===== src/hw/swl_pkg.sv =====
// What this block does
// Reserved bytes and bits always sent as zero
// Bytes sent and received b8 first
// Frontend is sole master, we are slave
// Master modulates line voltage in two states
// We answer by drawing current, never driving
// Line high: draw current for one, none zero
// Return state meaningful only while line high
// Master pulse width carries clock and data
// Link runs concurrently with other card interfaces
// Link pin activity never touches other contacts
// Other interface resets leave link untouched
// Link reset or activation spares other interfaces
// Idle bit zero sent outside frames
// Wakeup sequence precedes every sent frame
// Timing from master edges, update only high
package swl_pkg;
	localparam int unsigned CLK_PERIOD_PS = 5000;
	// Longest high time of a zero bit; longer means one
	localparam int unsigned ZERO_HIGH_MAX_NS = 250;
	localparam int unsigned ZERO_HIGH_CYC = (ZERO_HIGH_MAX_NS * 1000) / CLK_PERIOD_PS;
	localparam int unsigned WAKEUP_BITS = 8;
	localparam logic [7:0] RESERVED_BYTE = 8'h00;
	localparam int unsigned CNT_W = 8;
	typedef enum logic [1:0] {TX_IDLE, TX_WAKE, TX_DATA} tx_state_t;
	typedef struct packed {
		logic [7:0] data;
		logic valid;
	} byte_t;
	typedef struct packed {
		logic [2:0] sync;
		logic line;
		logic [CNT_W-1:0] hi_cnt;
		logic [7:0] rx_sh;
		logic [2:0] rx_bits;
		byte_t rx_out;
		tx_state_t tx_state;
		logic [3:0] tx_cnt;
		logic [7:0] tx_sh;
		logic draw;
		logic tx_ready;
	} link_state_t;
endpackage : swl_pkg


===== src/hw/swl_slave.sv =====
`timescale 1ns/1ps
module swl_slave (
	// Clock and reset
	input wire logic clk_sys,
	input wire logic rst_b,
	input wire logic clk_en,
	// Link pin
	input wire logic master_voltage_signal,
	output logic slave_current_signal,
	// Transmit byte stream
	input wire swl_pkg::byte_t tx_in,
	input wire logic tx_last,
	output logic tx_ready,
	// Receive byte stream
	output swl_pkg::byte_t rx_out,
	// Status
	output logic line_high
);
	swl_pkg::link_state_t st;
	swl_pkg::link_state_t next_st;
	logic rise;
	logic fall;
	logic bit_in;
	logic [7:0] tx_byte;

	swl_edge edge_u (
		.clk_sys(clk_sys),
		.rst_b(rst_b),
		.clk_en(clk_en),
		.sync(st.sync),
		.line(st.line),
		.rise(rise),
		.fall(fall)
	);

	assign bit_in = (st.hi_cnt > swl_pkg::CNT_W'(swl_pkg::ZERO_HIGH_CYC));

	always_comb begin
		next_st = st;
		next_st.sync = {st.sync[1:0], master_voltage_signal};
		tx_byte = tx_in.valid ? tx_in.data : swl_pkg::RESERVED_BYTE;
		next_st.rx_out.valid = 1'b0;
		next_st.tx_ready = 1'b0;
		if (rise) begin
			next_st.line = 1'b1;
			next_st.hi_cnt = '0;
		end else if (fall) begin
			next_st.line = 1'b0;
			// Last frame bit drops its draw once the line goes low
			if (st.tx_state == swl_pkg::TX_IDLE) begin
				next_st.draw = 1'b0;
			end
			// Bit decoded on falling edge, b8 first
			next_st.rx_sh = {st.rx_sh[6:0], bit_in};
			next_st.rx_bits = st.rx_bits + 3'h1;
			if (st.rx_bits == 3'h7) begin
				next_st.rx_out.data = {st.rx_sh[6:0], bit_in};
				next_st.rx_out.valid = 1'b1;
			end
		end else if (st.line && st.hi_cnt != '1) begin
			next_st.hi_cnt = st.hi_cnt + swl_pkg::CNT_W'(1);
		end
		// Transmit bit advances on rising edge, inside high phase
		if (rise) begin
			unique case (st.tx_state)
				swl_pkg::TX_IDLE: begin
					next_st.draw = 1'b0;
					if (tx_in.valid) begin
						next_st.tx_state = swl_pkg::TX_WAKE;
						next_st.tx_cnt = 4'(swl_pkg::WAKEUP_BITS - 1);
						next_st.draw = 1'b1;
					end
				end
				swl_pkg::TX_WAKE: begin
					// Alternating draw marks the start of our frame
					next_st.draw = ~st.draw;
					if (st.tx_cnt == 4'h1) begin
						// Last wakeup bit; the next rise takes the first byte
						next_st.tx_state = swl_pkg::TX_DATA;
						next_st.tx_cnt = 4'h8;
					end else begin
						next_st.tx_cnt = st.tx_cnt - 4'h1;
					end
				end
				swl_pkg::TX_DATA: begin
					if (st.tx_cnt == 4'h8) begin
						// Byte taken on the rise that sends its b8
						next_st.draw = tx_byte[7];
						next_st.tx_sh = {tx_byte[6:0], 1'b0};
						next_st.tx_cnt = 4'h6;
						next_st.tx_ready = 1'b1;
					end else begin
						next_st.draw = st.tx_sh[7];
						next_st.tx_sh = {st.tx_sh[6:0], 1'b0};
						if (st.tx_cnt == 4'h0) begin
							if (tx_last || !tx_in.valid) begin
								next_st.tx_state = swl_pkg::TX_IDLE;
							end else begin
								next_st.tx_cnt = 4'h8;
							end
						end else begin
							next_st.tx_cnt = st.tx_cnt - 4'h1;
						end
					end
				end
			endcase
		end
	end

	// Only the link reset touches this state; other interfaces have no path here
	always_ff @(posedge clk_sys or negedge rst_b) begin
		if (!rst_b) begin
			st <= '0;
		end else if (clk_en) begin
			st <= next_st;
		end
	end

	// Current drawn only while line is high, never voltage driven
	assign slave_current_signal = st.draw & st.line;
	assign tx_ready = st.tx_ready;
	assign rx_out = st.rx_out;
	assign line_high = st.line;

	// Return path
	a_draw_needs_high: assert property (@(posedge clk_sys) disable iff (!rst_b)
		slave_current_signal |-> line_high)
		else $error("current drawn while line low");

	a_current_no_drive: assert property (@(posedge clk_sys) disable iff (!rst_b)
		slave_current_signal |-> st.draw)
		else $error("current without draw request");

	a_fall_clears: assert property (@(posedge clk_sys) disable iff (!rst_b)
		(clk_en && fall) |=> !slave_current_signal)
		else $error("draw after fall");

	a_draw_stable_low: assert property (@(posedge clk_sys) disable iff (!rst_b)
		(!line_high && !rise) |=> $stable(st.draw))
		else $error("draw changed in low phase");

	// Transmit sequence
	a_idle_no_draw: assert property (@(posedge clk_sys) disable iff (!rst_b)
		(st.tx_state == swl_pkg::TX_IDLE && !line_high) |-> !st.draw)
		else $error("current drawn while idle");

	a_idle_rise_quiet: assert property (@(posedge clk_sys) disable iff (!rst_b)
		(rise && st.tx_state == swl_pkg::TX_IDLE && !tx_in.valid) |=> !st.draw)
		else $error("idle bit not zero");

	a_wake_first: assert property (@(posedge clk_sys) disable iff (!rst_b)
		(st.tx_state == swl_pkg::TX_DATA) |-> $past(st.tx_state == swl_pkg::TX_WAKE
		|| st.tx_state == swl_pkg::TX_DATA))
		else $error("data without wakeup");

	a_wake_alternate: assert property (@(posedge clk_sys) disable iff (!rst_b)
		(rise && st.tx_state == swl_pkg::TX_WAKE) |=> (st.draw != $past(st.draw)))
		else $error("wakeup bits not alternating");

	a_wake_to_data: assert property (@(posedge clk_sys) disable iff (!rst_b)
		(rise && st.tx_state == swl_pkg::TX_WAKE && st.tx_cnt == 4'h1)
		|=> (st.tx_state == swl_pkg::TX_DATA && st.tx_cnt == 4'h8 && !st.draw))
		else $error("wakeup did not end in data");

	a_tx_msb_first: assert property (@(posedge clk_sys) disable iff (!rst_b)
		(rise && st.tx_state == swl_pkg::TX_DATA && st.tx_cnt == 4'h8 && tx_in.valid)
		|=> (st.draw == $past(tx_in.data[7])))
		else $error("first sent bit is not b8");

	a_reserved_zero: assert property (@(posedge clk_sys) disable iff (!rst_b)
		(rise && st.tx_state == swl_pkg::TX_DATA && st.tx_cnt == 4'h8 && !tx_in.valid)
		|=> (!st.draw && st.tx_sh == 8'h00))
		else $error("missing byte not sent as zero");

	a_ready_on_rise: assert property (@(posedge clk_sys) disable iff (!rst_b)
		tx_ready |-> $past(rise))
		else $error("ready without rising edge");

	a_ready_in_data: assert property (@(posedge clk_sys) disable iff (!rst_b)
		tx_ready |-> (st.tx_state == swl_pkg::TX_DATA && st.tx_cnt == 4'h6))
		else $error("ready outside byte load");

	a_frame_end: assert property (@(posedge clk_sys) disable iff (!rst_b)
		(rise && st.tx_state == swl_pkg::TX_DATA && st.tx_cnt == 4'h0
		&& (tx_last || !tx_in.valid)) |=> (st.tx_state == swl_pkg::TX_IDLE))
		else $error("frame did not end");

	// Receive path
	a_rx_pulse: assert property (@(posedge clk_sys) disable iff (!rst_b)
		rx_out.valid |=> !rx_out.valid)
		else $error("receive valid held");

	a_rx_b8_first: assert property (@(posedge clk_sys) disable iff (!rst_b)
		rx_out.valid |-> (rx_out.data == {$past(st.rx_sh[6:0]), $past(bit_in)}))
		else $error("received byte order wrong");

	a_hi_cnt_clear: assert property (@(posedge clk_sys) disable iff (!rst_b)
		(clk_en && rise) |=> (st.hi_cnt == '0))
		else $error("high time not restarted");

	a_hi_cnt_hold: assert property (@(posedge clk_sys) disable iff (!rst_b)
		(st.line && st.hi_cnt == '1 && !rise && !fall) |=> (st.hi_cnt == '1))
		else $error("high time counter wrapped");

	// Sampling and clock enable
	a_line_follows: assert property (@(posedge clk_sys) disable iff (!rst_b)
		(clk_en && rise) |=> line_high)
		else $error("line did not follow edge");

	a_sync_shift: assert property (@(posedge clk_sys) disable iff (!rst_b)
		clk_en |=> (st.sync == {$past(st.sync[1:0]), $past(master_voltage_signal)}))
		else $error("line sampler did not shift");

	a_freeze_state: assert property (@(posedge clk_sys) disable iff (!rst_b)
		!clk_en |=> $stable(st))
		else $error("state moved while frozen");

	c_wake: cover property (@(posedge clk_sys) st.tx_state == swl_pkg::TX_WAKE);
	c_rx_byte: cover property (@(posedge clk_sys) rx_out.valid);
	c_draw: cover property (@(posedge clk_sys) slave_current_signal);
	c_reserved: cover property (@(posedge clk_sys)
		rise && st.tx_state == swl_pkg::TX_DATA && st.tx_cnt == 4'h8 && !tx_in.valid);
	c_frame_end: cover property (@(posedge clk_sys)
		rise && st.tx_state == swl_pkg::TX_DATA && st.tx_cnt == 4'h0 && tx_last);
endmodule : swl_slave


===== src/hw/swl_edge.sv =====
`timescale 1ns/1ps
module swl_edge (
	// Clock and reset
	input wire logic clk_sys,
	input wire logic rst_b,
	input wire logic clk_en,
	// Line sample and current state
	input wire logic [2:0] sync,
	input wire logic line,
	// Edge flags
	output logic rise,
	output logic fall
);
	logic agree;
	// Only stages two and three are compared; stage one may be metastable
	assign agree = (sync[2] == sync[1]);
	assign rise = clk_en & agree & sync[2] & ~line;
	assign fall = clk_en & agree & ~sync[2] & line;

	a_edge_exclusive: assert property (@(posedge clk_sys) disable iff (!rst_b)
		!(rise && fall))
		else $error("rise and fall flagged together");
endmodule : swl_edge


===== config.mk =====
export PLATFORM = sky130hd
export DESIGN_NAME = swl_slave
export DESIGN_NICKNAME = d
export VERILOG_FILES = /design/src/hw/swl_pkg.sv /design/src/hw/swl_slave.sv /design/src/hw/swl_edge.sv
export SDC_FILE = /design/constraint.sdc
export NUM_CORES = 1
export LEC_CHECK = 0
export BUFFER_PORTS_ARGS = -buffer_cell sky130_fd_sc_hd__buf_2
export CAP_MARGIN = 20
export CORE_MARGIN = 5
export CORE_UTILIZATION = 63
export DETAILED_ROUTE_END_ITERATION = 10
export HOLD_SLACK_MARGIN = 0.08
export PLACE_DENSITY = 0.95
export SYNTH_ARGS = -nofsm -noshare
export SYNTH_HDL_FRONTEND = slang
export SYNTH_SLANG_ARGS = --single-unit

===== constraint.sdc =====
create_clock -name clk_sys -period 3.7 [get_ports clk_sys]
set_input_delay 0.185 -clock clk_sys [delete_from_list [all_inputs] [get_ports clk_sys]]
set_output_delay 0.185 -clock clk_sys [all_outputs]
set_load 0.01 [all_outputs]

==> impl_metrics.ini, run 1 <==
[clock_network]
numCtsBuffers = 5
clock-sinks = 46
clock_path_buffers = 2
clk_pin_slew_worst_paths_ns = 0.08
h-tree-depth = 2
cts_tree = done
cts-root-buf = clkbuf_8
postCtsSetupBuffers = 0
cts_resized = 0
clock_latency_ns = 0.30

[power]
powerDensity_mw_per_mm2 = 638
ir_worst_vdd_uv = 431
leakage_nw = 1.25

[setup_path]
critPathKind = flop to flop
cpPeakStageDelay_ns = 0.52
cp_slowest_cell = or3b_2
critPathMaxFanout = 8
worstPathArrival_ns = 2.32
cp-start-kind = flop
crit_family = simple AND/OR/NAND/NOR gates
crit_buf_inv = 1
cp_cell_sequence = inv_1, ha_1, or3b_2, o311a_4, or4b_1, nand4_1
worstSetupEndpointType = flop
required_ns = 3.88

[timing]
grt_setup_unrepaired = false
hold_viol_final = 0
setup_tns_ns = 0
setup_viol = 0
fin_crit_ns = 2.14
finalCritPeriodShare = 0.578
drv_slew = 0
worstMarginPinSlew_ns = 0.770
skew_ns = 0.00390
clock.fmax_ghz = 0.468
max_slew_margin = 0.485

[yosys]
synth_nets = 261
synth_area_leaders = dfrtp_1, mux2_2, ha_1
ys_ff_latch = 46
synthCells = 237
yosysSeqAreaShare = 0.472
yosysUniqueCellTypes = 48
post-synth-top-count-cell = dfrtp_1
yosys.area.top_type_share = 0.472
synth.avg_cell_area_um2 = 10.3
netlist_area_mm2 = 0.00244
synthFlopType = dfrtp_1
yosysTopAreaCell = dfrtp_1
synth_edf_count = 0
ys_top_cells_by_count = dfrtp_1, nand2_1, mux2_2
ys_warn_count = 0
async_flop_share = 1.00

[run]
maxCapViolations = 0

[routing]
drt_iter0_markers = 182
avgViaCountPerCell = 6.16
drtPass1Iterations = 4
dr_total_vias = 1859
ant_nets = 0
drc = 0
wire_per_inst_um = 17.5
wl_um = 5280

[global_routing]
grt_max_degree = 47
antenna_found_initial = 0
grt_pass1_wl_um = 8690
grt_overflow = 0
grt.total_usage = 0.217
first_global_vias = 1886

[place]
dp_hpwl_um = 3490
routabilityCongestion = 0.845
portBuffers = 25

[cells_and_area]
fin_nets = 277
fillCellCount = 266
drive_above_1_share = 0.224
final_util = 0.713
areaGrowthSynthToFinish_pct = 8.61
n_antenna_cell = 0

[floorplanning]
fp.dieH_um = 72.2
ioPinCount = 26
coreArea_mm2 = 0.00372
fp-row-count = 22
dieArea_mm2 = 0.00522
die_x_um = 72.2
start_util = 0.657

[status]
outcome = finished, final reports clean

[hold_path]
hold_class = input pin to flop
[per-stage QoR]
stage	setup slack, ns	hold slack (ns)	area (um2)	std cells	power (mW)
2_1_floorplan	1.75	-0.111	2440	237	1.14
3_3_place_gp	1.70	0.389	2510	292	1.25
3_5_place_dp	1.60	0.396	2510	292	1.30
4_1_cts	1.58	0.118	2630	301	1.67
5_1_grt	1.43	0.120	2650	302	1.81
6_report	1.56	0.116	2650	302	1.69
[worst paths after layout]
check	endpoint	slack, ns	cells past startpoint	from
worst max register to register	st[13]$_DFFE_PN0P_	1.56	6	st[10]$_DFFE_PN0P_
worst max-delay path	st[13]$_DFFE_PN0P_	1.56	6	st[10]$_DFFE_PN0P_
max in group asynchronous	st[39]$_DFFE_PN0P_	3.03	3	rst_b
worst min-delay path	next_st[46]$_DFFE_PN0P_	0.12	2	master_voltage_signal
min in group asynchronous	st[29]$_DFFE_PN0P_	0.24	2	rst_b
worst min register to register	st[25]$_DFFE_PN0P_	0.50	1	st[25]$_DFFE_PN0P_
[cells by family (layout without fill, tap and decap cells)]
logic type               after synthesis  in the layout  synth area share
XOR/XNOR                               1              1           0.00359
AO/OA/AOI/OAI                         48             48             0.130
multiplexers                          20             20            0.0912
flip-flops                            46             46             0.472
AND/OR/NAND/NOR                       79             79             0.179
buffers and inverters                 32             49            0.0687
adder cells (fa/ha/maj)               11             11            0.0554
[flip-flops by register name, summed over array words and instances (netlist names)]
register and flops:
st 33, rx_out 9, next_st 2, line_high 1, tx_ready 1
[worst reg2reg max path: cells and delay by family, from the launching register on]
| family | cells | cell delay [ns] |
|---|---|---|
| fa+ha+maj | 1 | 0.28 |
| simple gates | 3 | 0.77 |
| compound gates | 1 | 0.41 |
| flops | 1 | 0.45 |
| buf+inv | 1 | 0.09 |
[per-layer routing]
metal,routed length [um],track usage,share of wire
met5,0,0,0
met4,155,0.0939,0.029
met3,283,0.0471,0.054
met2,2690,0.370,0.51
met1,2150,0.264,0.41
[where the power goes]
part | internal [mW] | leakage (nW) | switching [mW] | total [mW]
Sequential | 0.631 | 0.596 | 0.138 | 0.769
Clock | 0.201 | 0.0514 | 0.166 | 0.368
Combinational | 0.237 | 0.600 | 0.317 | 0.554
Total | 1.07 | 1.25 | 0.621 | 1.69
[cells in the final DEF, fill, tap and decap left out, types with 2 or more instances in the layout]
cell type	Yosys	routed
mux2i_1	2	2
nand4_1	6	6
nand2_1	21	21
a311oi_1	3	3
o21ai_0	12	12
clkbuf_8	0	5
a21oi_1	10	10
and3_1	3	3
nor2_1	16	16
inv_1	14	14
o31ai_1	2	2
and2_1	3	3
a31oi_1	10	10
dfrtp_1	46	46
buf_2	2	25
nand3_1	11	11
ha_1	10	10
nand2b_1	3	3
nor3_1	2	2
mux2_2	18	18
nor2b_1	2	2
[timing repair]
action                                  in CTS  in global routing
endpoints found under the setup margin       0                  0
hold endpoints to repair                    26                  0
hold buffers                                 1                  0
[final cells by class]
type | count | area, um2 | area share
flip-flops and latches | 46 | 1150 | 0.434
multi-input cells | 159 | 1120 | 0.423
repair buffers | 27 | 155 | 0.0585
clock buffers | 6 | 72.6 | 0.0274
well taps | 48 | 60.1 | 0.0227
inverters | 14 | 52.6 | 0.0198
clock inverters | 2 | 37.5 | 0.0142
Note: power is estimated with default switching activity, not from simulation.
==> inputs of run 2 (changes only) <==
ABC_AREA = 1   (was unset)
CORE_UTILIZATION = 53   (was 63)
PLACE_DENSITY = 0.87   (was 0.95)
clock period = 1.9 ns   (was 3.7 ns; I/O delays follow)
==> run 2 against run 1 <==
Against the previous run: first-iteration DRC count is 35% lower; utilization fell by 12 points; die area rose by 21%; area after synthesis increased by 4.7%; register-to-register slack worse by 1.4 ns; maximum frequency increased by 26%; worst hold slack improved by 0.0051 ns; synthesized cell count grew 34%; combinational power up 73%; largest cell class unchanged; largest power group unchanged.
==> impl_metrics.ini, run 2 <==
[timing]
clock.fmax_ghz = 0.591
fin_crit_ns = 1.69
setup_tns_ns = 0
max_slew_margin = 0.487
setup_viol = 0
holdWs_ns = 0.121
skew_ns = 0.00513
worstMarginPinSlew_ns = 0.769
grt_setup_unrepaired = false
hold_viol_final = 0
drv_slew = 0
finalCritPeriodShare = 0.891

[power]
ir_worst_vdd_uv = 526
leakage_nw = 1.41
seqPwrFrac = 0.462
combPwrFrac = 0.329
power.internal_mw = 1.80
clock_power_share = 0.208
p_total_mw = 2.92
swShare = 0.384
powerDensity_mw_per_mm2 = 1040
p_sw_mw = 1.12

[yosys]
ys_warn_count = 0
ys_top_cells_by_count = nand2_1, dfrtp_1, inv_1
yosysSeqAreaShare = 0.450
netlist_area_mm2 = 0.00256
synth_edf_count = 0
yosysUniqueCellTypes = 28
yosys.area.top_type_share = 0.450
ys_ff_latch = 46
synthCells = 317
post-synth-top-count-cell = nand2_1
synth_nets = 341
synthFlopType = dfrtp_1
yosysTopAreaCell = dfrtp_1
synth_area_leaders = dfrtp_1, nand2_1, inv_1
async_flop_share = 1.00
synth.avg_cell_area_um2 = 8.06

[routing]
ant_nets = 0
drt_iter0_markers = 118
avgViaCountPerCell = 5.16
drc = 0
drtPass1Iterations = 4
wl_um = 4720
wire_per_inst_um = 11.9
dr_total_vias = 2055

[hold_path]
hold_class = input pin to flop
holdPathStages = 5
hold_end = st[9]$_DFFE_PN0P_
holdCritStartpoint = tx_in[7]

[clock_network]
clock_latency_ns = 0.31
cts_tree = done
numCtsBuffers = 5
cts_resized = 0
clock-sinks = 46
clk_pin_slew_worst_paths_ns = 0.09
cts-root-buf = clkbuf_8
h-tree-depth = 2
clock_path_buffers = 2

[setup_path]
r2r_start = st[10]$_DFFE_PN0P_
rr_worst_depth = 8
cp-start-kind = flop
r2r_setup_slack_ns = 0.21
required_ns = 2.08
crit_start = st[10]$_DFFE_PN0P_
cpPeakStageDelay_ns = 0.41
crit_family = simple AND/OR/NAND/NOR gates
worstPathArrival_ns = 1.88
crit_top_cell = nand2_1
cp_slowest_cell = dfrtp_1
cp_cell_sequence = inv_1, ha_1, nand2_1, nor2_4, buf_4, nand2_1, o211ai_1, o21ai_0
critPathKind = flop to flop
r2r-end = st[4]$_DFFE_PN0P_
worstSetupEndpointType = flop
crit_buf_inv = 2
critPathMaxFanout = 9

[status]
outcome = finished, final reports clean

[cells_and_area]
n_antenna_cell = 0
stdcell_count = 398
areaGrowthSynthToFinish_pct = 9.50
fillCellCount = 419
fin_nets = 367
drive_above_1_share = 0.180
largest_reg_flops = 33
largest-register = st
final_common_cell = nand2_1
fin_area_mm2 = 0.00280
layout_common_cells = nand2_1, dfrtp_1, inv_1

[floorplanning]
coreArea_mm2 = 0.00469
fp-row-count = 25
fp.dieH_um = 79.4
start_util = 0.545
dieArea_mm2 = 0.00631
die_x_um = 79.4
ioPinCount = 26

[global_routing]
first_global_vias = 2015
grt.total_usage = 0.171
grt_overflow = 0
antenna_found_initial = 0
grt_pass1_wl_um = 8570
grt_max_degree = 37

[place]
routabilityCongestion = 0.847
dp_cells = 383
portBuffers = 25
place_area_mm2 = 0.00265
dp_hpwl_um = 3380

[run]
maxCapViolations = 0
[run 2: cell count changes after synthesis, sizes merged, moves of 6 or more]
| cell | change |
|---|---|
| mux2 | -18 |
| nand3 | +14 |
| clkbuf | -6 |
| a31oi | -10 |
| nand2 | +81 |
| o21ai | +30 |
| inv | +27 |
[run 2: per-layer routing]
metal,track usage,vias up,part of all wire
li1,-,1046,-
met1,0.216,954,0.44
met2,0.276,47,0.49
met3,0.0395,8,0.049
met4,0.0790,0,0.019
met5,0,-,0
[run 2: layout make-up]
| cell class | count | area (um2) | share of cell area |
|---|---|---|---|
| sequential | 46 | 1150 | 0.411 |
| inverter | 41 | 156 | 0.0559 |
| clock inverter | 3 | 21.3 | 0.00760 |
| multi-input combinational | 215 | 1130 | 0.405 |
| clock buffer | 5 | 68.8 | 0.0246 |
| tap | 54 | 67.6 | 0.0241 |
| timing repair buffer | 34 | 200 | 0.0715 |
[run 2: through the flow]
stage	setup WS (ns)	utilization
floorplan	0.439	-
global placement	0.323	0.565
detailed placement	0.235	0.565
CTS	0.202	0.590
global route	0.0511	0.597
finish	0.207	0.597
[run 2: logic make-up (layout without fill, tap and decap cells)]
logic type | Yosys count | count (layout) | share of synthesized area
buf+inv | 56 | 83 | 0.106
fa+ha+maj | 10 | 10 | 0.0489
compound gates | 52 | 52 | 0.119
simple gates | 151 | 151 | 0.268
flops | 46 | 46 | 0.450
xor+xnor | 2 | 2 | 0.00685
[run 2: power by group through the flow]
stage / Clock, mW / Sequential (mW) / Combinational, mW
after floorplan: 0 / 1.33 / 0.757
after global placement: 0 / 1.36 / 0.929
after detailed placement: 0 / 1.37 / 0.954
after CTS: 0.626 / 1.35 / 0.969
after global routing: 0.668 / 1.38 / 1.13
final: 0.608 / 1.35 / 0.961
[run 2: worst max-delay path by stage]
stage | endpoint | depth (start not counted)
2_1_floorplan | st[4]$_DFFE_PN0P_ | 8
3_3_place_gp | st[1]$_DFFE_PN0P_ | 9
3_5_place_dp | st[1]$_DFFE_PN0P_ | 9
4_1_cts | st[1]$_DFFE_PN0P_ | 9
5_1_grt | st[8]$_DFFE_PN0P_ | 9
6_report | st[4]$_DFFE_PN0P_ | 8
[run 2: what timing repair did]
action	4_1_cts	5_1_grt
hold buffers	3	0
endpoints found under the hold margin	36	0
setup endpoints to repair	0	1
buffers inserted	0	4
[run 2: worst min-delay path: cells and delay by family]
kind	cells	cell delay, ns
and+or+nand+nor	3	0.16
AOI/OAI and AO/OA	1	0.07
buffers and inverters	1	0.08
==> inputs of run 3 (changes only) <==
REMOVE_ABC_BUFFERS = 1   (was unset)
==> run 3 against run 2 <==
Against the previous run: first-iteration DRC count up 7.6%; utilization down 0.16 points; worst hold slack worse by 0.013 ns; via count down 1.4%; sequential cell count unchanged; largest cell class unchanged.
==> impl_metrics.ini, run 3 (synthesis results as in run 2) <==
[floorplanning]
dieArea_mm2 = 0.00631
fp.dieH_um = 79.4
die_x_um = 79.4
ioPinCount = 26
fp-row-count = 25
coreArea_mm2 = 0.00469
start_util = 0.545

[cells_and_area]
final_common_cell = nand2_1
n_antenna_cell = 0
largest_reg_flops = 33
drive_above_1_share = 0.169
layout_common_cells = nand2_1, dfrtp_1, inv_1
areaGrowthSynthToFinish_pct = 9.20
fin_nets = 361
largest-register = st

[timing]
grt_setup_unrepaired = false
clock.fmax_ghz = 0.609
worstMarginPinSlew_ns = 0.499
setup_viol = 0
skew_ns = 0.00629
max_slew_margin = 0.667
fin_crit_ns = 1.64
finalCritPeriodShare = 0.864
drv_slew = 0
holdWs_ns = 0.107
hold_viol_final = 0
setup_tns_ns = 0

[power]
ir_worst_vdd_uv = 613
leakage_nw = 1.40
p_sw_mw = 1.14
swShare = 0.370
combPwrFrac = 0.317
seqPwrFrac = 0.436
powerDensity_mw_per_mm2 = 1110
p_total_mw = 3.09
clock_power_share = 0.247
power.internal_mw = 1.95

[global_routing]
antenna_found_initial = 0
grt_overflow = 0
grt_pass1_wl_um = 8710
grt_max_degree = 26
grt.total_usage = 0.173
first_global_vias = 2024

[routing]
avgViaCountPerCell = 5.17
ant_nets = 0
wire_per_inst_um = 12.3
dr_total_vias = 2026
drt_iter0_markers = 127
drc = 0
wl_um = 4840
drtPass1Iterations = 4

[setup_path]
required_ns = 2.12
cp_slowest_cell = dfrtp_1
cp-start-kind = flop
critPathKind = flop to flop
critPathMaxFanout = 16
cp_cell_sequence = inv_1, ha_1, nand2_1, nor2_4, nand3_1, o21ai_0, nand2_1, o21ai_0
crit_family = simple AND/OR/NAND/NOR gates
worstSetupEndpointType = flop
cpPeakStageDelay_ns = 0.40
rr_worst_depth = 8
worstPathArrival_ns = 1.86
worst-path-stages = 8
crit_buf_inv = 1

[clock_network]
numCtsBuffers = 5
clock_latency_ns = 0.30
clock-sinks = 46
h-tree-depth = 2
clock_path_buffers = 2
cts-root-buf = clkbuf_8
clk_pin_slew_worst_paths_ns = 0.09
cts_tree = done
cts_resized = 0

[hold_path]
holdPathStages = 3
hold_class = input pin to flop

[run]
maxCapViolations = 0

[place]
routabilityCongestion = 0.856
portBuffers = 25
dp_hpwl_um = 3480

[status]
outcome = finished, final reports clean
[run 3: path summary, 6_finish.rpt]
kind / end / from / slack (ns)
min in group asynchronous: st[6]$_DFFE_PN0P_ / rst_b / 0.29
worst min register to register: next_st[46]$_DFFE_PN0P_ / next_st[46]$_DFFE_PN0P_ / 0.48
max in group asynchronous: st[15]$_DFFE_PN0P_ / rst_b / 1.11
worst max-delay path: st[8]$_DFFE_PN0P_ / st[10]$_DFFE_PN0P_ / 0.26
worst min-delay path: next_st[46]$_DFFE_PN0P_ / clk_en / 0.11
worst max register to register: st[8]$_DFFE_PN0P_ / st[10]$_DFFE_PN0P_ / 0.26
[run 3: worst register-to-register path, cell delays in order (launching register included)]
cell and delay (ns):
dfrtp_1 0.40, inv_1 0.13, ha_1 0.22, nand2_1 0.15, nor2_4 0.29, nand3_1 0.11, o21ai_0 0.09, nand2_1 0.07
o21ai_0 0.09
[run 3: area by class of cell]
cell class	instances	area, um2
fill	413	1900
timing repair buffer	28	165
sequential	46	1150
clock inverter	3	48.8
tap	54	67.6
inverter	41	156
multi-input combinational	215	1130
clock buffer	5	68.8
[run 3: what timing repair did]
item,CTS,global route
hold buffers,2,0
hold endpoints to repair,22,0
buffers inserted,0,0
[run 3: per-layer routing]
layer  global-route usage  vias to the layer above  routed length, um
met4               0.0619                        0                 82
met5                    0                        -                  0
met2                0.292                       31               2450
met3               0.0339                        7                132
li1                     -                     1032                  -
met1                0.221                      956               2170
[run 3: metrics by stage]
step,utilization,std cells,worst slack [ns],instance area (um2)
finish,0.595,392,0.258,2790
global route,0.595,392,0.0394,2790
CTS,0.595,392,0.242,2790
detailed placement,0.566,382,0.264,2650
global placement,0.566,382,0.299,2650
floorplan,-,302,0.448,2440
[run 3: power groups by stage]
| stage | registers, mW | logic (mW) | clock network [mW] |
|---|---|---|---|
| after floorplan | 1.33 | 0.745 | 0 |
| after global placement | 1.36 | 0.932 | 0 |
| after detailed placement | 1.36 | 0.975 | 0 |
| after CTS | 1.34 | 0.986 | 0.780 |
| after global routing | 1.37 | 1.15 | 0.825 |
| final | 1.34 | 0.979 | 0.764 |
